`config.mk`:
```
export PLATFORM = sky130hd
export DESIGN_NAME = hmon_alarm_port
export DESIGN_NICKNAME = d
export VERILOG_FILES = /design/src/hdl/hmon_pkg.sv /design/src/hdl/hmon_alarm_if.sv /design/src/hdl/hmon_temp_alarm.sv /design/src/hdl/hmon_alarm_port.sv
export SDC_FILE = /design/constraint.sdc
export NUM_CORES = 1
export LEC_CHECK = 0
export BUFFER_PORTS_ARGS = -buffer_cell sky130_fd_sc_hd__buf_4
export CELL_PAD_IN_SITES_DETAIL_PLACEMENT = 2
export CELL_PAD_IN_SITES_GLOBAL_PLACEMENT = 2
export CORE_MARGIN = 5
export CORE_UTILIZATION = 25
export CTS_BUF_LIST = sky130_fd_sc_hd__clkbuf_16
export DETAILED_ROUTE_END_ITERATION = 12
export PLACE_DENSITY_LB_ADDON = 0.1
export SLEW_MARGIN = 20
export SYNTH_ARGS = -nofsm -noshare
export SYNTH_HDL_FRONTEND = slang
export SYNTH_SLANG_ARGS = --single-unit
```
`constraint.sdc`:
```
create_clock -name i_mclk -period 3.24 [get_ports i_mclk]
set_input_delay 0.648 -clock i_mclk [delete_from_list [all_inputs] [get_ports i_mclk]]
set_output_delay 0.648 -clock i_mclk [all_outputs]
set_load 0.05 [all_outputs]
```
`src/hdl/hmon_pkg.sv`:
```
`default_nettype none

package hmon_pkg;

  // ==========================================================
  // Host port selects
  // ==========================================================
  localparam logic [2:0] HMON_PORT_INDEX = 3'h5;
  localparam logic [2:0] HMON_PORT_DATA = 3'h6;

  // ==========================================================
  // Register indexes behind the data port
  // ==========================================================
  localparam logic [6:0] HMON_IX_TEMP1 = 7'h27;
  localparam logic [6:0] HMON_IX_CFG = 7'h40;
  localparam logic [6:0] HMON_IX_ST1 = 7'h41;
  localparam logic [6:0] HMON_IX_ST2 = 7'h42;
  localparam logic [6:0] HMON_IX_SMI1 = 7'h43;
  localparam logic [6:0] HMON_IX_SMI2 = 7'h44;
  localparam logic [6:0] HMON_IX_NMI1 = 7'h45;
  localparam logic [6:0] HMON_IX_NMI2 = 7'h46;
  localparam logic [6:0] HMON_IX_FANDIV = 7'h47;
  localparam logic [6:0] HMON_IX_SERADR = 7'h48;
  localparam logic [6:0] HMON_IX_TEMP_HI = 7'h50;
  localparam logic [6:0] HMON_IX_TEMP_LO = 7'h51;
  localparam logic [6:0] HMON_IX_SCR_END = 7'h1f;
  localparam logic [6:0] HMON_IX_VRAM_BEGIN = 7'h60;
  localparam logic [6:0] HMON_IX_VRAM_END = 7'h7f;

  // ==========================================================
  // Reset values and the sensor 2 bank number
  // ==========================================================
  localparam logic [7:0] HMON_RST_ZERO = 8'h00;
  localparam logic [7:0] HMON_RST_CFG = 8'h01;
  localparam logic [7:0] HMON_RST_NMI2 = 8'h20;
  localparam logic [3:0] HMON_RST_FANDIV = 4'h5;
  localparam logic [6:0] HMON_RST_SERADR = 7'h2d;
  localparam logic [2:0] HMON_BANK_T2 = 3'h1;

  // ==========================================================
  // Field positions
  // ==========================================================
  localparam int HMON_CFG_SRST = 7;
  localparam int HMON_CFG_TONE = 6;
  localparam int HMON_CFG_HALT = 3;
  localparam int HMON_CFG_SMIEN = 1;
  localparam int HMON_CFG_START = 0;
  localparam int HMON_ST1_T1 = 4;
  localparam int HMON_ST1_T2 = 5;
  localparam int HMON_ST2_T3 = 5;
  localparam int HMON_BUSY = 7;

  // Hysteresis value that selects comparator mode on sensor 1
  localparam logic [7:0] HMON_CMP_HYST = 8'h7f;

endpackage

`default_nettype wire

```
`src/hdl/hmon_alarm_if.sv`:
```
`default_nettype none

interface hmon_alarm_if #(
  parameter int W = 9
);
  logic signed [W-1:0] temp;
  logic signed [W-1:0] over;
  logic signed [W-1:0] hyst;
  logic conv;
  logic rel_at_over;
  logic two_times;
  logic ovt_int_mode;
  logic int_clear;
  logic ovt_clear;
  logic soft_clr;
  logic event_p;
  logic ovt_on;

  modport ctl (
    output temp, over, hyst, conv, rel_at_over, two_times,
    output ovt_int_mode, int_clear, ovt_clear, soft_clr,
    input event_p, ovt_on
  );
  modport snr (
    input temp, over, hyst, conv, rel_at_over, two_times,
    input ovt_int_mode, int_clear, ovt_clear, soft_clr,
    output event_p, ovt_on
  );
endinterface

`default_nettype wire

```
`src/hdl/hmon_temp_alarm.sv`:
```
`default_nettype none

module hmon_temp_alarm #(
  parameter int W = 9
) (
  input wire logic i_mclk,
  input wire logic i_resetn,
  input wire logic i_ce,
  hmon_alarm_if.snr a
);

  if (W < 8 || W > 9) begin : g_chk
    $error("hmon_temp_alarm: W must be 8 or 9");
  end

  typedef enum {HMON_COOL, HMON_HOT} hmon_heat_e;

  hmon_heat_e state;
  hmon_heat_e next_state;
  logic int_ack;
  logic ovt_ack;
  logic ovt_latch;
  logic evt;

  // ==========================================================
  // Threshold decode
  // ==========================================================
  wire logic above = a.temp > a.over;
  wire logic below_rel = a.rel_at_over ? (a.temp < a.over) :
                                         (a.temp < a.hyst);
  wire logic is_hot = state == HMON_HOT;
  wire logic rise = a.conv && !is_hot && above;
  wire logic fall = a.conv && is_hot && below_rel;
  // Status bit stays set while uncleared, so re-raising is harmless
  wire logic cmp_evt = a.conv && (above || (is_hot && !below_rel));
  wire logic two_evt = rise || (fall && int_ack);
  wire logic next_evt = a.two_times ? two_evt : cmp_evt;

  always_comb begin
    next_state = state;
    case (state)
      HMON_COOL: begin
        if (rise) begin
          next_state = HMON_HOT;
        end
      end
      HMON_HOT: begin
        if (fall) begin
          next_state = HMON_COOL;
        end
      end
      default: next_state = HMON_COOL;
    endcase
  end

  always_ff @(posedge i_mclk or negedge i_resetn) begin
    if (!i_resetn) begin
      state <= HMON_COOL;
      evt <= 1'b0;
    end else if (i_ce) begin
      state <= a.soft_clr ? HMON_COOL : next_state;
      evt <= next_evt && !a.soft_clr;
    end
  end

  // Acks only count while hot; a new rise starts a fresh episode
  always_ff @(posedge i_mclk or negedge i_resetn) begin
    if (!i_resetn) begin
      int_ack <= 1'b0;
      ovt_ack <= 1'b0;
    end else if (i_ce) begin
      if (a.soft_clr || rise || fall) begin
        int_ack <= 1'b0;
        ovt_ack <= 1'b0;
      end else begin
        int_ack <= int_ack || (a.int_clear && is_hot);
        ovt_ack <= ovt_ack || (a.ovt_clear && is_hot);
      end
    end
  end

  // Latched overheat: a new set wins over a same-cycle read clear
  always_ff @(posedge i_mclk or negedge i_resetn) begin
    if (!i_resetn) begin
      ovt_latch <= 1'b0;
    end else if (i_ce) begin
      if (a.soft_clr) begin
        ovt_latch <= 1'b0;
      end else if (rise || (fall && ovt_ack)) begin
        ovt_latch <= 1'b1;
      end else if (a.ovt_clear) begin
        ovt_latch <= 1'b0;
      end
    end
  end

  assign a.event_p = evt;
  assign a.ovt_on = a.ovt_int_mode ? ovt_latch : is_hot;

endmodule

`default_nettype wire

```
`src/hdl/hmon_alarm_port.sv`:
```
`default_nettype none

// Functional notes
// - Sensor 1 reads 8-bit signed; sensors 2/3 9-bit at 50h/51h bit 7.
// - Sensor 1 hysteresis of 127 selects comparator alarm mode.
// - Comparator: alarm per conversion above limit, until below limit.
// - Sensor 1 hysteresis below limit selects two-times alarm mode.
// - Two-times: alarm on rise; on fall only if first alarm read.
// - Sensors 2/3 alarm mode chosen by a bank control bit.
// - Sensors 2/3 comparator: alarm per conversion until below hysteresis.
// - Per-bank bit picks overheat mode; software keeps both copies equal.
// - Overheat comparator mode: active from over limit until below hyst.
// - Overheat interrupt mode: latch until temp read; relatch on fall if temp was read while hot.
// - Index port: 7-bit pointer, read-only busy bit 7, resets 00h.
// - Busy sets on index write or serial traffic; data access clears.
// - Data port reaches the indexed location; read data resets 00h.
// - Data access at 41h, 43h, 45h steps pointer to the pair.
// - Pointer steps in 00-1Fh and 60-7Fh, stopping at 1Fh, 7Fh.
// - Config bit 7 restores defaults except serial address, self-clears.
// - Config bit 6 drives the tone or general output low.
// - Config bit 3 masks the interrupt and halts monitoring.
// - Config bit 1 enables interrupt; bit 0 starts monitoring.
// - Two status registers latch channel violations; reading clears them.
// - Mask bit one keeps its status bit off the interrupt.
module hmon_alarm_port (
  input wire logic i_mclk,
  input wire logic i_resetn,
  input wire logic i_ce,
  input wire logic [2:0] i_host_addr,
  input wire logic i_host_wr,
  input wire logic i_host_rd,
  input wire logic [7:0] i_host_wdata,
  output logic [7:0] o_host_rdata,
  input wire logic i_serial_busy,
  input wire logic [7:0] i_core_rdata,
  output logic o_core_wr,
  output logic [6:0] o_core_addr,
  output logic [7:0] o_core_wdata,
  output logic o_core_soft_reset,
  input wire logic [2:0] i_conv_done,
  input wire logic [7:0] i_temp1,
  input wire logic [8:0] i_temp2,
  input wire logic [8:0] i_temp3,
  input wire logic [7:0] i_t1_over,
  input wire logic [7:0] i_t1_hyst,
  input wire logic [8:0] i_t2_over,
  input wire logic [8:0] i_t2_hyst,
  input wire logic [8:0] i_t3_over,
  input wire logic [8:0] i_t3_hyst,
  input wire logic i_t23_two_times,
  input wire logic i_ovt_int_bank1,
  input wire logic i_ovt_int_bank2,
  input wire logic [2:0] i_bank,
  input wire logic i_t23_reg_read,
  input wire logic [5:0] i_limit_event1,
  input wire logic [4:0] i_limit_event2,
  input wire logic [3:0] i_vid,
  output logic o_mgmt_interrupt_n,
  output logic o_overheat_out_n,
  output logic o_tone_or_general_out_n,
  output logic o_monitor_run
);

  logic [6:0] ptr;
  logic busy_addr;
  logic [7:0] cfg;
  logic [7:0] st1;
  logic [7:0] st2;
  logic [7:0] smi_m1;
  logic [7:0] smi_m2;
  logic [7:0] nmi_m1;
  logic [7:0] nmi_m2;
  logic [3:0] fan_div;
  logic [6:0] ser_adr;

  // ==========================================================
  // Host port decode
  // ==========================================================
  wire logic sel_ix = i_host_addr == hmon_pkg::HMON_PORT_INDEX;
  wire logic sel_dat = i_host_addr == hmon_pkg::HMON_PORT_DATA;
  wire logic ix_wr = i_ce && i_host_wr && sel_ix;
  wire logic dat_wr = i_ce && i_host_wr && sel_dat;
  wire logic dat_rd = i_ce && i_host_rd && sel_dat;
  wire logic dat_acc = dat_wr || dat_rd;

  wire logic at_cfg = ptr == hmon_pkg::HMON_IX_CFG;
  wire logic at_st1 = ptr == hmon_pkg::HMON_IX_ST1;
  wire logic at_st2 = ptr == hmon_pkg::HMON_IX_ST2;
  wire logic at_smi1 = ptr == hmon_pkg::HMON_IX_SMI1;
  wire logic at_smi2 = ptr == hmon_pkg::HMON_IX_SMI2;
  wire logic at_nmi1 = ptr == hmon_pkg::HMON_IX_NMI1;
  wire logic at_nmi2 = ptr == hmon_pkg::HMON_IX_NMI2;
  wire logic at_fdiv = ptr == hmon_pkg::HMON_IX_FANDIV;
  wire logic at_sadr = ptr == hmon_pkg::HMON_IX_SERADR;
  wire logic at_t1 = ptr == hmon_pkg::HMON_IX_TEMP1;
  wire logic at_thi = ptr == hmon_pkg::HMON_IX_TEMP_HI;
  wire logic at_tlo = ptr == hmon_pkg::HMON_IX_TEMP_LO;
  wire logic own_reg = at_cfg || at_st1 || at_st2 || at_smi1 ||
                       at_smi2 || at_nmi1 || at_nmi2 || at_fdiv ||
                       at_sadr;

  // Soft reset pulse; the bit itself is never stored
  wire logic srst = dat_wr && at_cfg &&
                    i_host_wdata[hmon_pkg::HMON_CFG_SRST];
  wire logic run = cfg[hmon_pkg::HMON_CFG_START] &&
                   !cfg[hmon_pkg::HMON_CFG_HALT];

  // ==========================================================
  // Pointer stepping
  // ==========================================================
  wire logic pair_step = at_st1 || at_smi1 || at_nmi1;
  wire logic scr_step = ptr < hmon_pkg::HMON_IX_SCR_END;
  wire logic vram_step = ptr >= hmon_pkg::HMON_IX_VRAM_BEGIN &&
                         ptr < hmon_pkg::HMON_IX_VRAM_END;
  wire logic ptr_step = pair_step || scr_step || vram_step;
  wire logic [6:0] ptr_inc = ptr + 7'h01;

  // ==========================================================
  // Read selection
  // ==========================================================
  wire logic t2_sel = i_bank == hmon_pkg::HMON_BANK_T2;
  wire logic [8:0] t23 = t2_sel ? i_temp2 : i_temp3;
  wire logic busy_view = busy_addr || i_serial_busy;
  wire logic [7:0] ix_view = {busy_view, ptr};
  wire logic [7:0] dat_view =
    at_cfg ? cfg :
    at_st1 ? st1 :
    at_st2 ? st2 :
    at_smi1 ? smi_m1 :
    at_smi2 ? smi_m2 :
    at_nmi1 ? nmi_m1 :
    at_nmi2 ? nmi_m2 :
    at_fdiv ? {fan_div, i_vid} :
    at_sadr ? {1'b0, ser_adr} :
    at_t1 ? i_temp1 :
    at_thi ? t23[8:1] :
    at_tlo ? {t23[0], 7'h00} :
    i_core_rdata;
  wire logic [7:0] rd_mux = sel_ix ? ix_view :
                            sel_dat ? dat_view :
                            hmon_pkg::HMON_RST_ZERO;

  // ==========================================================
  // Temperature alarms, one lane per sensor
  // ==========================================================
  wire logic signed [8:0] temp9 [3];
  wire logic signed [8:0] over9 [3];
  wire logic signed [8:0] hyst9 [3];
  wire logic [2:0] mode2x;
  wire logic [2:0] rel_over;
  wire logic [2:0] ovt_mode;
  wire logic [2:0] clr_int;
  logic [2:0] evt;
  logic [2:0] ovt;

  // Sensor 1 is scaled to half degrees so all lanes share one width
  assign temp9[0] = {i_temp1, 1'b0};
  assign over9[0] = {i_t1_over, 1'b0};
  assign hyst9[0] = {i_t1_hyst, 1'b0};
  assign temp9[1] = i_temp2;
  assign over9[1] = i_t2_over;
  assign hyst9[1] = i_t2_hyst;
  assign temp9[2] = i_temp3;
  assign over9[2] = i_t3_over;
  assign hyst9[2] = i_t3_hyst;

  wire logic t1_cmp = i_t1_hyst == hmon_pkg::HMON_CMP_HYST;
  assign rel_over = {2'b00, t1_cmp};
  assign mode2x = {i_t23_two_times, i_t23_two_times, !t1_cmp};
  assign ovt_mode = {i_ovt_int_bank2, i_ovt_int_bank1, 1'b0};
  assign clr_int = {dat_rd && at_st2, dat_rd && at_st1,
                    dat_rd && at_st1};
  wire logic ovt_clr = i_t23_reg_read ||
                       (dat_rd && (at_thi || at_tlo));

  hmon_alarm_if #(.W(9)) alm [3] ();

  for (genvar g = 0; g < 3; g++) begin : g_lane
    assign alm[g].temp = temp9[g];
    assign alm[g].over = over9[g];
    assign alm[g].hyst = hyst9[g];
    assign alm[g].conv = i_conv_done[g] && run;
    assign alm[g].rel_at_over = rel_over[g];
    assign alm[g].two_times = mode2x[g];
    assign alm[g].ovt_int_mode = ovt_mode[g];
    assign alm[g].int_clear = clr_int[g];
    assign alm[g].ovt_clear = ovt_clr;
    assign alm[g].soft_clr = srst;
    assign evt[g] = alm[g].event_p;
    assign ovt[g] = alm[g].ovt_on;

    hmon_temp_alarm #(
      .W(9)
    ) u_alarm (
      .i_mclk(i_mclk),
      .i_resetn(i_resetn),
      .i_ce(i_ce),
      .a(alm[g])
    );
  end

  // ==========================================================
  // Status set terms
  // ==========================================================
  wire logic [7:0] st1_set =
    {i_limit_event1[5:4], 2'b00, i_limit_event1[3:0]} |
    (8'(evt[0]) << hmon_pkg::HMON_ST1_T1) |
    (8'(evt[1]) << hmon_pkg::HMON_ST1_T2);
  wire logic [7:0] st2_set =
    {3'b000, i_limit_event2} |
    (8'(evt[2]) << hmon_pkg::HMON_ST2_T3);
  wire logic [7:0] st1_gate = run ? st1_set : hmon_pkg::HMON_RST_ZERO;
  wire logic [7:0] st2_gate = run ? st2_set : hmon_pkg::HMON_RST_ZERO;
  wire logic [7:0] st1_keep = (dat_rd && at_st1) ? 8'h00 : st1;
  wire logic [7:0] st2_keep = (dat_rd && at_st2) ? 8'h00 : st2;
  wire logic smi_any = |(st1 & ~smi_m1) || |(st2 & ~smi_m2);
  wire logic smi_on = cfg[hmon_pkg::HMON_CFG_SMIEN] &&
                      !cfg[hmon_pkg::HMON_CFG_HALT] && smi_any;

  // ==========================================================
  // Index port and busy
  // ==========================================================
  always_ff @(posedge i_mclk or negedge i_resetn) begin
    if (!i_resetn) begin
      ptr <= 7'h00;
      busy_addr <= 1'b0;
    end else if (ix_wr) begin
      ptr <= i_host_wdata[6:0];
      busy_addr <= 1'b1;
    end else if (dat_acc) begin
      busy_addr <= 1'b0;
      if (ptr_step) begin
        ptr <= ptr_inc;
      end
    end
  end

  // Host read result from any port; holds between reads
  always_ff @(posedge i_mclk or negedge i_resetn) begin
    if (!i_resetn) begin
      o_host_rdata <= hmon_pkg::HMON_RST_ZERO;
    end else if (i_ce && i_host_rd) begin
      o_host_rdata <= rd_mux;
    end
  end

  // ==========================================================
  // Forwarding to the monitor core
  // ==========================================================
  always_ff @(posedge i_mclk or negedge i_resetn) begin
    if (!i_resetn) begin
      o_core_wr <= 1'b0;
      o_core_addr <= 7'h00;
      o_core_wdata <= hmon_pkg::HMON_RST_ZERO;
      o_core_soft_reset <= 1'b0;
    end else if (i_ce) begin
      o_core_wr <= dat_wr && !own_reg;
      o_core_soft_reset <= srst;
      if (dat_wr) begin
        o_core_addr <= ptr;
        o_core_wdata <= i_host_wdata;
      end
    end
  end

  // ==========================================================
  // Configuration and masks
  // ==========================================================
  always_ff @(posedge i_mclk or negedge i_resetn) begin
    if (!i_resetn) begin
      cfg <= hmon_pkg::HMON_RST_CFG;
      smi_m1 <= hmon_pkg::HMON_RST_ZERO;
      smi_m2 <= hmon_pkg::HMON_RST_ZERO;
      nmi_m1 <= hmon_pkg::HMON_RST_ZERO;
      nmi_m2 <= hmon_pkg::HMON_RST_NMI2;
      fan_div <= hmon_pkg::HMON_RST_FANDIV;
    end else if (srst) begin
      cfg <= hmon_pkg::HMON_RST_CFG;
      smi_m1 <= hmon_pkg::HMON_RST_ZERO;
      smi_m2 <= hmon_pkg::HMON_RST_ZERO;
      nmi_m1 <= hmon_pkg::HMON_RST_ZERO;
      nmi_m2 <= hmon_pkg::HMON_RST_NMI2;
      fan_div <= hmon_pkg::HMON_RST_FANDIV;
    end else if (dat_wr) begin
      if (at_cfg) begin
        cfg <= {1'b0, i_host_wdata[6:0]};
      end
      if (at_smi1) begin
        smi_m1 <= i_host_wdata;
      end
      if (at_smi2) begin
        smi_m2 <= i_host_wdata;
      end
      if (at_nmi1) begin
        nmi_m1 <= i_host_wdata;
      end
      if (at_nmi2) begin
        nmi_m2 <= i_host_wdata;
      end
      if (at_fdiv) begin
        fan_div <= i_host_wdata[7:4];
      end
    end
  end

  // Serial address survives the soft reset
  always_ff @(posedge i_mclk or negedge i_resetn) begin
    if (!i_resetn) begin
      ser_adr <= hmon_pkg::HMON_RST_SERADR;
    end else if (dat_wr && at_sadr) begin
      ser_adr <= i_host_wdata[6:0];
    end
  end

  // ==========================================================
  // Status registers: set wins over read clear
  // ==========================================================
  always_ff @(posedge i_mclk or negedge i_resetn) begin
    if (!i_resetn) begin
      st1 <= hmon_pkg::HMON_RST_ZERO;
      st2 <= hmon_pkg::HMON_RST_ZERO;
    end else if (i_ce) begin
      if (srst) begin
        st1 <= hmon_pkg::HMON_RST_ZERO;
        st2 <= hmon_pkg::HMON_RST_ZERO;
      end else begin
        st1 <= st1_keep | st1_gate;
        st2 <= st2_keep | st2_gate;
      end
    end
  end

  // ==========================================================
  // Pins
  // ==========================================================
  always_ff @(posedge i_mclk or negedge i_resetn) begin
    if (!i_resetn) begin
      o_mgmt_interrupt_n <= 1'b1;
      o_overheat_out_n <= 1'b1;
      o_tone_or_general_out_n <= 1'b1;
      o_monitor_run <= 1'b0;
    end else if (i_ce) begin
      o_mgmt_interrupt_n <= !smi_on;
      o_overheat_out_n <= !(ovt[1] || ovt[2]);
      o_tone_or_general_out_n <=
        !cfg[hmon_pkg::HMON_CFG_TONE];
      o_monitor_run <= run;
    end
  end

endmodule

`default_nettype wire

```
==> flow_summary.json, run 1 <==
{
  "grt_pass1_vias": 8216,
  "crit_chain": "inv_1, ha_1, nand2_2, or4_1, o221ai_1, a41oi_1, a211oi_2, o31ai_1",
  "synth-async-reset-ratio_pct": 100,
  "synth_area_per_cell_sq_um": 8.70,
  "crit_fanout": 8,
  "vias": 7578,
  "die_area_sq_um": 34400,
  "place_area_sq_um": 9410,
  "cts_tree": "built",
  "path_clk_slew_ns": 0.07,
  "seqPwrFrac_pct": 34.5,
  "yosys_warnings": 0,
  "setup_tns_ns": 0,
  "cts-root-buf": "clkbuf_16",
  "synth_edf_count": 0,
  "rows": 64,
  "io_pins": 157,
  "syn_area_sq_um": 7700,
  "p_switching_mw": 2.08,
  "cap_violations": 0,
  "globalplace.congestion": 0.847,
  "antenna_found_initial": 0,
  "grt_max_degree": 69,
  "outcome": "finished clean",
  "worst-endpoint-required_ns": 3.52,
  "clk_path_buf_depth": 2,
  "stdcell_area_sq_um": 10000,
  "drt-wirelength-per-cell_um": 23.8,
  "swShare_pct": 38.0,
  "antenna_left": 0,
  "critPathSlowestCell": "or4_1",
  "critPathLaunchType": "flip-flop",
  "synth-seq-cells": 114,
  "synthFlopType": "dfrtp_1",
  "initial_utilization_pct": 25.2,
  "antenna_cells": 0,
  "post-route-drc-count": 0,
  "grt-ovfl-total": 0,
  "yosysMostFrequentCell": "nand2_1",
  "powerDensity_nw_per_um2": 546,
  "grt_use_total_pct": 20.1,
  "p_int_mw": 3.40,
  "chipWidth_um": 185,
  "hold_viol": 0,
  "setup_viol": 0,
  "via_per_inst": 5.21,
  "cts_max_level": 4,
  "finalMaxSlewViolations": 0,
  "synth_cells": 885,
  "clock_latency_ns": 0.43,
  "finalCritPeriodShare_pct": 94.2,
  "clockPowerShare_pct": 35.9,
  "arrival_ns": 3.34,
  "crit_path_end_kind": "flip-flop",
  "rsz0062_at_grt": "no",
  "synth_area_leader_cell": "dfrtp_1",
  "path_class": "reg -> reg",
  "hpwlAfterDp_mm": 26.9,
  "synth_nets": 1066,
  "ctsHoldBuffers": 0,
  "grt_pass1_wl_mm": 52.0,
  "fin_skew_ns": 0.0150,
  "totalWireLength_mm": 34.6,
  "detail_route.iter0.violations": 319,
  "fillers": 3465,
  "final_nets": 1226,
  "core-area_sq_um": 30500,
  "synth_common_cells": "127 x nand2_1, 103 x dfrtp_1, 76 x inv_1, 56 x nor2_1, 56 x o21ai_0",
  "critPathMaxStageDelay_ns": 0.72,
  "synth_top_area_share_pct": 33.5,
  "syn_to_final_growth_pct": 30.3,
  "io_buffer_count": 156,
  "synth_area_leaders": "dfrtp_1 33%, ha_1 8.6%, nand2_1 6.2%",
  "drive_above_1_share_pct": 25.6,
  "period_minus_slack_ns": 3.05,
  "p_comb_share_pct": 29.5,
  "p_leak_nw": 4.66,
  "post_cts_buffers": 0,
  "clock_sinks": 114,
  "worst_pin_slew_ns": 0.883,
  "cts-buffers-inserted": 17,
  "min_path_type": "in -> async",
  "synth_cell_types": 79,
  "relSlewSlack_pct": 39.6,
  "dieHeight_um": 185,
  "drt_first_pass_iters": 5,
  "max_freq_mhz": 328,
  "ir_worst_vdd_mv": 0.355,
  "synth-seq-area-share_pct": 37.2
}
stage by stage:
step	hold slack (ns)	instances	utilization, %	setup slack [ns]	total power, mW
finish	0.106	1454	32.9	0.190	5.48
floorplan	0.352	885	-	0.803	2.80
detailed placement	0.469	1422	30.8	-0.0145	3.54
global placement	0.459	1422	30.8	-0.0182	3.52
CTS	0.101	1454	32.8	0.0170	5.55
global route	0.113	1454	32.9	0.0288	5.77
power by group through the flow:
stage / registers (mW) / logic (mW) / clock network, mW
after global placement: 1.92 / 1.60 / 0
after CTS: 1.89 / 1.64 / 2.02
after global routing: 1.92 / 1.77 / 2.08
final: 1.89 / 1.62 / 1.97
after detailed placement: 1.91 / 1.63 / 0
after floorplan: 2.01 / 0.798 / 0
critical path: cells and delay by family, from the launching register on:
kind                       cells  cell delay (ns)
buffers and inverters          1             0.19
and+or+nand+nor                2             0.98
DFF                            1             0.45
adders and majority gates      1             0.37
AOI/OAI and AO/OA              4             0.90
flip-flops by register name (all words and copies together) (netlist names), 2 cells and up:
signal                    count
smi_m2                        8
g_lane.u_alarm.state          3
st1                           8
cfg                           7
g_lane.u_alarm.int_ack        3
o_core_wdata                  8
nmi_m2                        8
st2                           6
ptr                           7
nmi_m1                        8
g_lane.u_alarm.a.event_p      3
ser_adr                       7
g_lane.u_alarm.ovt_latch      2
smi_m1                        8
fan_div                       4
o_host_rdata                  8
o_core_addr                   7
g_lane.u_alarm.ovt_ack        2
metal layers:
metal | up-vias | track usage [%] | wire length (um)
li1 | 3539 | - | -
met1 | 3853 | 27.6 | 16100
met2 | 162 | 34.2 | 16800
met3 | 24 | 2.83 | 1310
met4 | 0 | 3.82 | 368
met5 | - | 0 | 0
cells in the final DEF (no fill, tap or decap), types with 7 or more instances in the layout:
master,n
ha_1,53
o21ai_0,56
inv_1,76
nand2b_1,15
a211oi_1,7
nor2b_1,8
nand3_1,23
mux2_2,18
nor3_1,14
clkbuf_16,17
a221oi_1,11
nand4_1,12
o21ai_1,8
buf_4,180
a21oi_1,45
a22o_1,20
dfstp_2,11
o221ai_1,21
dfrtp_1,103
nor2_2,7
nor2_1,56
o21a_1,7
nand2_1,127
mux2i_1,19
final timing paths:
path | startpoint | endpoint | slack [ns] | cells past startpoint
min in group i_mclk | i_limit_event2[1] | st2[1] | 0.44 | 2
max reg2reg | ptr[0] | o_host_rdata[1] | 0.19 | 8
max in group asynchronous | i_resetn | ser_adr[2] | 2.34 | 2
min | i_resetn | o_core_soft_reset | 0.11 | 1
min reg2reg | o_overheat_out_n | o_overheat_out_n | 0.48 | 2
max | ptr[0] | o_host_rdata[1] | 0.19 | 8
timing repair:
action,4_1_cts,5_1_grt
resized for setup,2,2
pin swaps,0,0
endpoints found under the setup margin,2,2
cell type report:
| cell class | count | area [sq um] | share of cell area [%] |
|---|---|---|---|
| sequential | 114 | 2870 | 28.6 |
| inverter | 76 | 285 | 2.84 |
| tap | 396 | 495 | 4.94 |
| clock buffer | 17 | 425 | 4.24 |
| multi-input combinational | 653 | 4370 | 43.6 |
| clock inverter | 15 | 175 | 1.75 |
| timing repair buffer | 183 | 1410 | 14.1 |
kinds of logic (layout without fill, tap and decap cells):
family	after synthesis	after routing	synth area share (%)
simple gates	313	313	20.3
flops	114	114	37.2
fa+ha+maj	53	53	8.61
buf+inv	118	291	6.26
compound gates	245	245	21.9
xor+xnor	5	5	0.569
mux	37	37	5.10
Power figures use the tool's default switching activity.
==> run 2, diff against run 1 <==
==> constraint.sdc (replaced) <==
create_clock -name i_mclk -period 2.7 [get_ports i_mclk]
set_input_delay 0.54 -clock i_mclk [delete_from_list [all_inputs] [get_ports i_mclk]]
set_output_delay 0.54 -clock i_mclk [all_outputs]
set_load 0.05 [all_outputs]
==> run 2 against run 1 <==
Against the previous run: worst setup slack better by 0.010 ns; clock skew down 0.00092 ns; via count is 1.9% higher; sequential power increased by 19%; wire length rose by 2.6%; clock-buffer cell count stayed put; total power grew 22%; clock power rose by 18%; global-route usage increased by 0.27 points; maximum frequency grew 22%; critical path depth increased by 2; sequential share of layout area fell by 0.76 points; critical path type unchanged; largest power group unchanged.
==> flow_summary.json, run 2 (synthesized netlist as in run 1, its figures left out) <==
{
  "outcome": "finished clean",
  "final_nets": 1266,
  "cap_violations": 0,
  "antenna_cells": 0,
  "relSlewSlack_pct": 56.0,
  "fin_skew_ns": 0.0141,
  "period_minus_slack_ns": 2.50,
  "ir_worst_vdd_mv": 0.413,
  "max_freq_mhz": 400,
  "antenna_found_initial": 0,
  "setup_viol": 0,
  "grt_pass1_wl_mm": 52.8,
  "final_common_cell": "buf_4",
  "syn_to_final_growth_pct": 33.8,
  "cts_max_level": 4,
  "critPathLaunchType": "flip-flop",
  "vias": 7725,
  "setup_tns_ns": 0,
  "crit_chain": "inv_1, ha_1, buf_4, o21ai_0, or2_1, nand3_1, a41oi_1, a211oi_1, buf_4, o31ai_1",
  "detail_route.iter0.violations": 273,
  "clk_path_buf_depth": 2,
  "cts_tree": "built",
  "clock_sinks": 114,
  "grt_max_degree": 42,
  "worst-endpoint-required_ns": 3.02,
  "grt-ovfl-total": 0,
  "die_area_sq_um": 34400,
  "crit_path_end_kind": "flip-flop",
  "via_per_inst": 5.17,
  "final_cell_mix": "219 x buf_4, 127 x nand2_1, 103 x dfrtp_1",
  "io_buffer_count": 156,
  "min_path_type": "in -> async",
  "globalplace.congestion": 0.855,
  "worst_pin_slew_ns": 0.658,
  "chipWidth_um": 185,
  "cts-root-buf": "clkbuf_16",
  "dieHeight_um": 185,
  "path_buf_inv": 3,
  "crit_fanout": 7,
  "post_cts_buffers": 0,
  "ctsHoldBuffers": 0,
  "drt_first_pass_iters": 4,
  "io_pins": 157,
  "crit_family": "compound AO/OA/AOI/OAI gates",
  "hpwlAfterDp_mm": 27.8,
  "post-route-drc-count": 0,
  "p_leak_nw": 4.83,
  "powerDensity_nw_per_um2": 648,
  "cts-buffers-inserted": 17,
  "finalMaxSlewViolations": 0,
  "drt-wirelength-per-cell_um": 23.8,
  "critPathMaxStageDelay_ns": 0.43,
  "clock_latency_ns": 0.42,
  "antenna_left": 0,
  "initial_utilization_pct": 25.2,
  "path_clk_slew_ns": 0.06,
  "hold_viol": 0,
  "path_class": "reg -> reg",
  "finalCritPeriodShare_pct": 92.6,
  "cpMostUsedCell": "buf_4",
  "rsz0062_at_grt": "no",
  "grt_use_total_pct": 20.4,
  "core-area_sq_um": 30500,
  "critPathSlowestCell": "dfrtp_1",
  "drive_above_1_share_pct": 27.7,
  "post-route-util_pct": 33.8,
  "grt_pass1_vias": 8434,
  "totalWireLength_mm": 35.5,
  "ctsResizeCount": 0,
  "hold_ws_ns": 0.0688,
  "rows": 64,
  "arrival_ns": 2.82
}
==> run 2: path summary, 6_finish.rpt <==
check	depth (start not counted)	endpoint	startpoint	slack, ns
hold / removal	1	o_monitor_run	i_resetn	0.07
hold reg to reg	2	o_core_addr[2]	o_core_addr[2]	0.48
max in group asynchronous	2	fan_div[0]	i_resetn	1.92
setup / recovery	10	o_host_rdata[1]	ptr[1]	0.20
setup reg to reg	10	o_host_rdata[1]	ptr[1]	0.20
min in group i_mclk	2	st2[2]	i_limit_event2[2]	0.33
==> run 2: per-stage QoR <==
step | cell area (sq um) | std cells | power, mW | worst slack [ns]
after floorplan | 7700 | 885 | 3.37 | 0.371
after global placement | 9720 | 1462 | 4.35 | 0.151
after detailed placement | 9720 | 1462 | 4.38 | 0.0882
after CTS | 10300 | 1494 | 6.76 | 0.174
after global routing | 10300 | 1494 | 7.01 | 0.0230
final | 10300 | 1494 | 6.67 | 0.200
==> run 2: final cells by class <==
type                    count  area [sq um]
clock buffers              17           425
clock inverters            15           156
fillers                  3463         20200
inverters                  76           285
multi-input cells         653          4350
flip-flops and latches    114          2870
well taps                 396           495
repair buffers            223          1720
==> run 2: power by group <==
part / switching [mW] / internal [mW] / total (mW)
clock: 0.962 / 1.37 / 2.33
combinational: 1.25 / 0.850 / 2.10
sequential: 0.297 / 1.94 / 2.24
==> run 2: routing by layer <==
metal / share of wire, % / routed length, um / GRT usage, %
met1: 46 / 16200 / 27.2
met2: 49 / 17600 / 35.7
met3: 3.7 / 1310 / 2.56
met5: 0 / 0 / 0
met4: 1.3 / 462 / 4.11
==> run 3, diff against run 2 <==
--- a/config.mk
+++ b/config.mk
@@ -5,14 +5,11 @@
 export SDC_FILE = /design/constraint.sdc
 export NUM_CORES = 1
 export LEC_CHECK = 0
+export ABC_CLOCK_PERIOD_IN_PS = 2700
 export BUFFER_PORTS_ARGS = -buffer_cell sky130_fd_sc_hd__buf_4
-export CELL_PAD_IN_SITES_DETAIL_PLACEMENT = 2
-export CELL_PAD_IN_SITES_GLOBAL_PLACEMENT = 2
 export CORE_MARGIN = 5
 export CORE_UTILIZATION = 25
-export CTS_BUF_LIST = sky130_fd_sc_hd__clkbuf_16
 export DETAILED_ROUTE_END_ITERATION = 12
-export PLACE_DENSITY_LB_ADDON = 0.1
 export SLEW_MARGIN = 20
 export SYNTH_ARGS = -nofsm -noshare
 export SYNTH_HDL_FRONTEND = slang
==> run 3 against run 2 <==
Against the previous run: sequential power about the same; core utilization decreased by 0.86 points; clock skew decreased by 0.0050 ns; clock power down 8%; sequential share of layout area up 0.72 points; worst setup slack got worse by 0.059 ns; design area is 2.5% lower; first-iteration DRC count rose to 2.6 times the previous value; critical path type unchanged; highest routed layer unchanged.
==> flow_summary.json, run 3 (synthesized netlist as in run 1, its figures left out) <==
{
  "min_path_type": "in -> async",
  "p_switching_mw": 2.29,
  "max_freq_mhz": 391,
  "antenna_left": 0,
  "die_area_sq_um": 34400,
  "setup_tns_ns": 0,
  "syn_to_final_growth_pct": 30.4,
  "path_class": "reg -> reg",
  "seqPwrFrac_pct": 35.0,
  "worst-endpoint-required_ns": 3.04,
  "relSlewSlack_pct": 55.4,
  "rows": 64,
  "vias": 7543,
  "final_nets": 1238,
  "crit_path_end_kind": "flip-flop",
  "arrival_ns": 2.90,
  "initial_utilization_pct": 25.2,
  "dieHeight_um": 185,
  "critPathLaunchType": "flip-flop",
  "wl_met2_mm": 13.8,
  "detail_route.iter0.violations": 701,
  "clk_path_buf_depth": 2,
  "totalWireLength_mm": 29.6,
  "crit_family": "simple AND/OR/NAND/NOR gates",
  "hpwlAfterDp_mm": 23.2,
  "clockPowerShare_pct": 34.0,
  "drt_first_pass_iters": 7,
  "stdcell_area_sq_um": 10000,
  "fin_skew_ns": 0.00906,
  "routed.top_layer": "met4",
  "critPathSlowestCell": "or4b_1",
  "io_buffer_count": 156,
  "hold_viol": 0,
  "clock_latency_ns": 0.42,
  "antenna_found_initial": 0,
  "worst_pin_slew_ns": 0.667,
  "crit_fanout": 9,
  "grt_use_total_pct": 16.8,
  "p_leak_nw": 4.67,
  "final_cell_mix": "194 x buf_4, 127 x nand2_1, 103 x dfrtp_1",
  "path_clk_slew_ns": 0.06,
  "wl_met1_mm": 12.8,
  "cts_tree": "built",
  "grt_pass1_wl_mm": 44.4,
  "cts-root-buf": "clkbuf_16",
  "period_minus_slack_ns": 2.56,
  "setup_viol": 0,
  "antenna_cells": 0,
  "path_buf_inv": 1,
  "finalMaxSlewViolations": 0,
  "met3_length_mm": 2.22,
  "outcome": "finished clean",
  "crit_chain": "buf_4, or4b_1, nor2_2, a21oi_1, nor3_1, a2111oi_0, a21oi_1",
  "ctsHoldBuffers": 0,
  "chipWidth_um": 185,
  "io_pins": 157,
  "drt-wirelength-per-cell_um": 20.2,
  "place_area_sq_um": 9470,
  "grt_pass1_vias": 7526,
  "core-area_sq_um": 30500,
  "finalCritPeriodShare_pct": 94.8,
  "cts_max_level": 4,
  "critPathMaxStageDelay_ns": 0.52,
  "globalplace.congestion": 0.919,
  "final_common_cell": "buf_4",
  "post-route-util_pct": 32.9,
  "post-route-drc-count": 0,
  "p_comb_share_pct": 31.0,
  "grt_max_degree": 65,
  "drive_above_1_share_pct": 26.1,
  "fillers": 3166,
  "ir_worst_vdd_mv": 0.383,
  "cap_violations": 0,
  "swShare_pct": 36.2,
  "clock_sinks": 114,
  "via_per_inst": 5.15,
  "p_int_mw": 4.04,
  "rsz0062_at_grt": "no",
  "cts-buffers-inserted": 17,
  "powerDensity_nw_per_um2": 631,
  "grt-ovfl-total": 0,
  "cpMostUsedCell": "a21oi_1"
}
-- run 3: cell type report --
type	count	area [sq um]	area share [%]
clock buffer	20	457	4.55
clock inverter	12	109	1.08
multi-input combinational	653	4350	43.3
timing repair buffer	195	1480	14.7
sequential	114	2870	28.5
inverter	76	285	2.84
tap	396	495	4.93
-- run 3: what timing repair did --
item	CTS	global route
setup endpoints to repair	0	1
resized for setup	0	1
setup buffers	0	0
hold endpoints to repair	0	0
-- run 3: power groups by stage --
| stage | Sequential, mW | Clock [mW] | Combinational [mW] |
|---|---|---|---|
| floorplan | 2.41 | 0 | 0.958 |
| global placement | 2.23 | 0 | 1.94 |
| detailed placement | 2.23 | 0 | 1.96 |
| CTS | 2.21 | 2.19 | 1.96 |
| global route | 2.24 | 2.27 | 2.13 |
| finish | 2.22 | 2.15 | 1.96 |
-- run 3: metrics by stage --
step,setup slack [ns],cells,power [mW],hold slack (ns)
6_report,0.140,1466,6.33,0.0156
3_3_place_gp,0.168,1434,4.17,0.460
2_1_floorplan,0.371,885,3.37,0.244
4_1_cts,0.169,1466,6.36,0.00777
3_5_place_dp,0.143,1434,4.19,0.462
5_1_grt,0.0364,1466,6.64,0.0188
-- run 3: per-layer routing --
layer	global-route usage, %	vias up
met5	0	-
met1	22.5	3621
met3	3.09	44
met4	5.61	0
li1	-	3566
met2	27.6	312
-- run 3: final timing paths --
path / from / end / slack [ns] / depth (start not counted)
max reg2reg: ptr[2] / o_host_rdata[6] / 0.14 / 7
min reg2reg: cfg[6] / o_tone_or_general_out_n / 0.47 / 1
min in group i_mclk: i_limit_event2[2] / st2[2] / 0.33 / 2
max: ptr[2] / o_host_rdata[6] / 0.14 / 7
min: i_resetn / o_core_wdata[5] / 0.02 / 1
max in group asynchronous: i_resetn / fan_div[2] / 1.93 / 2
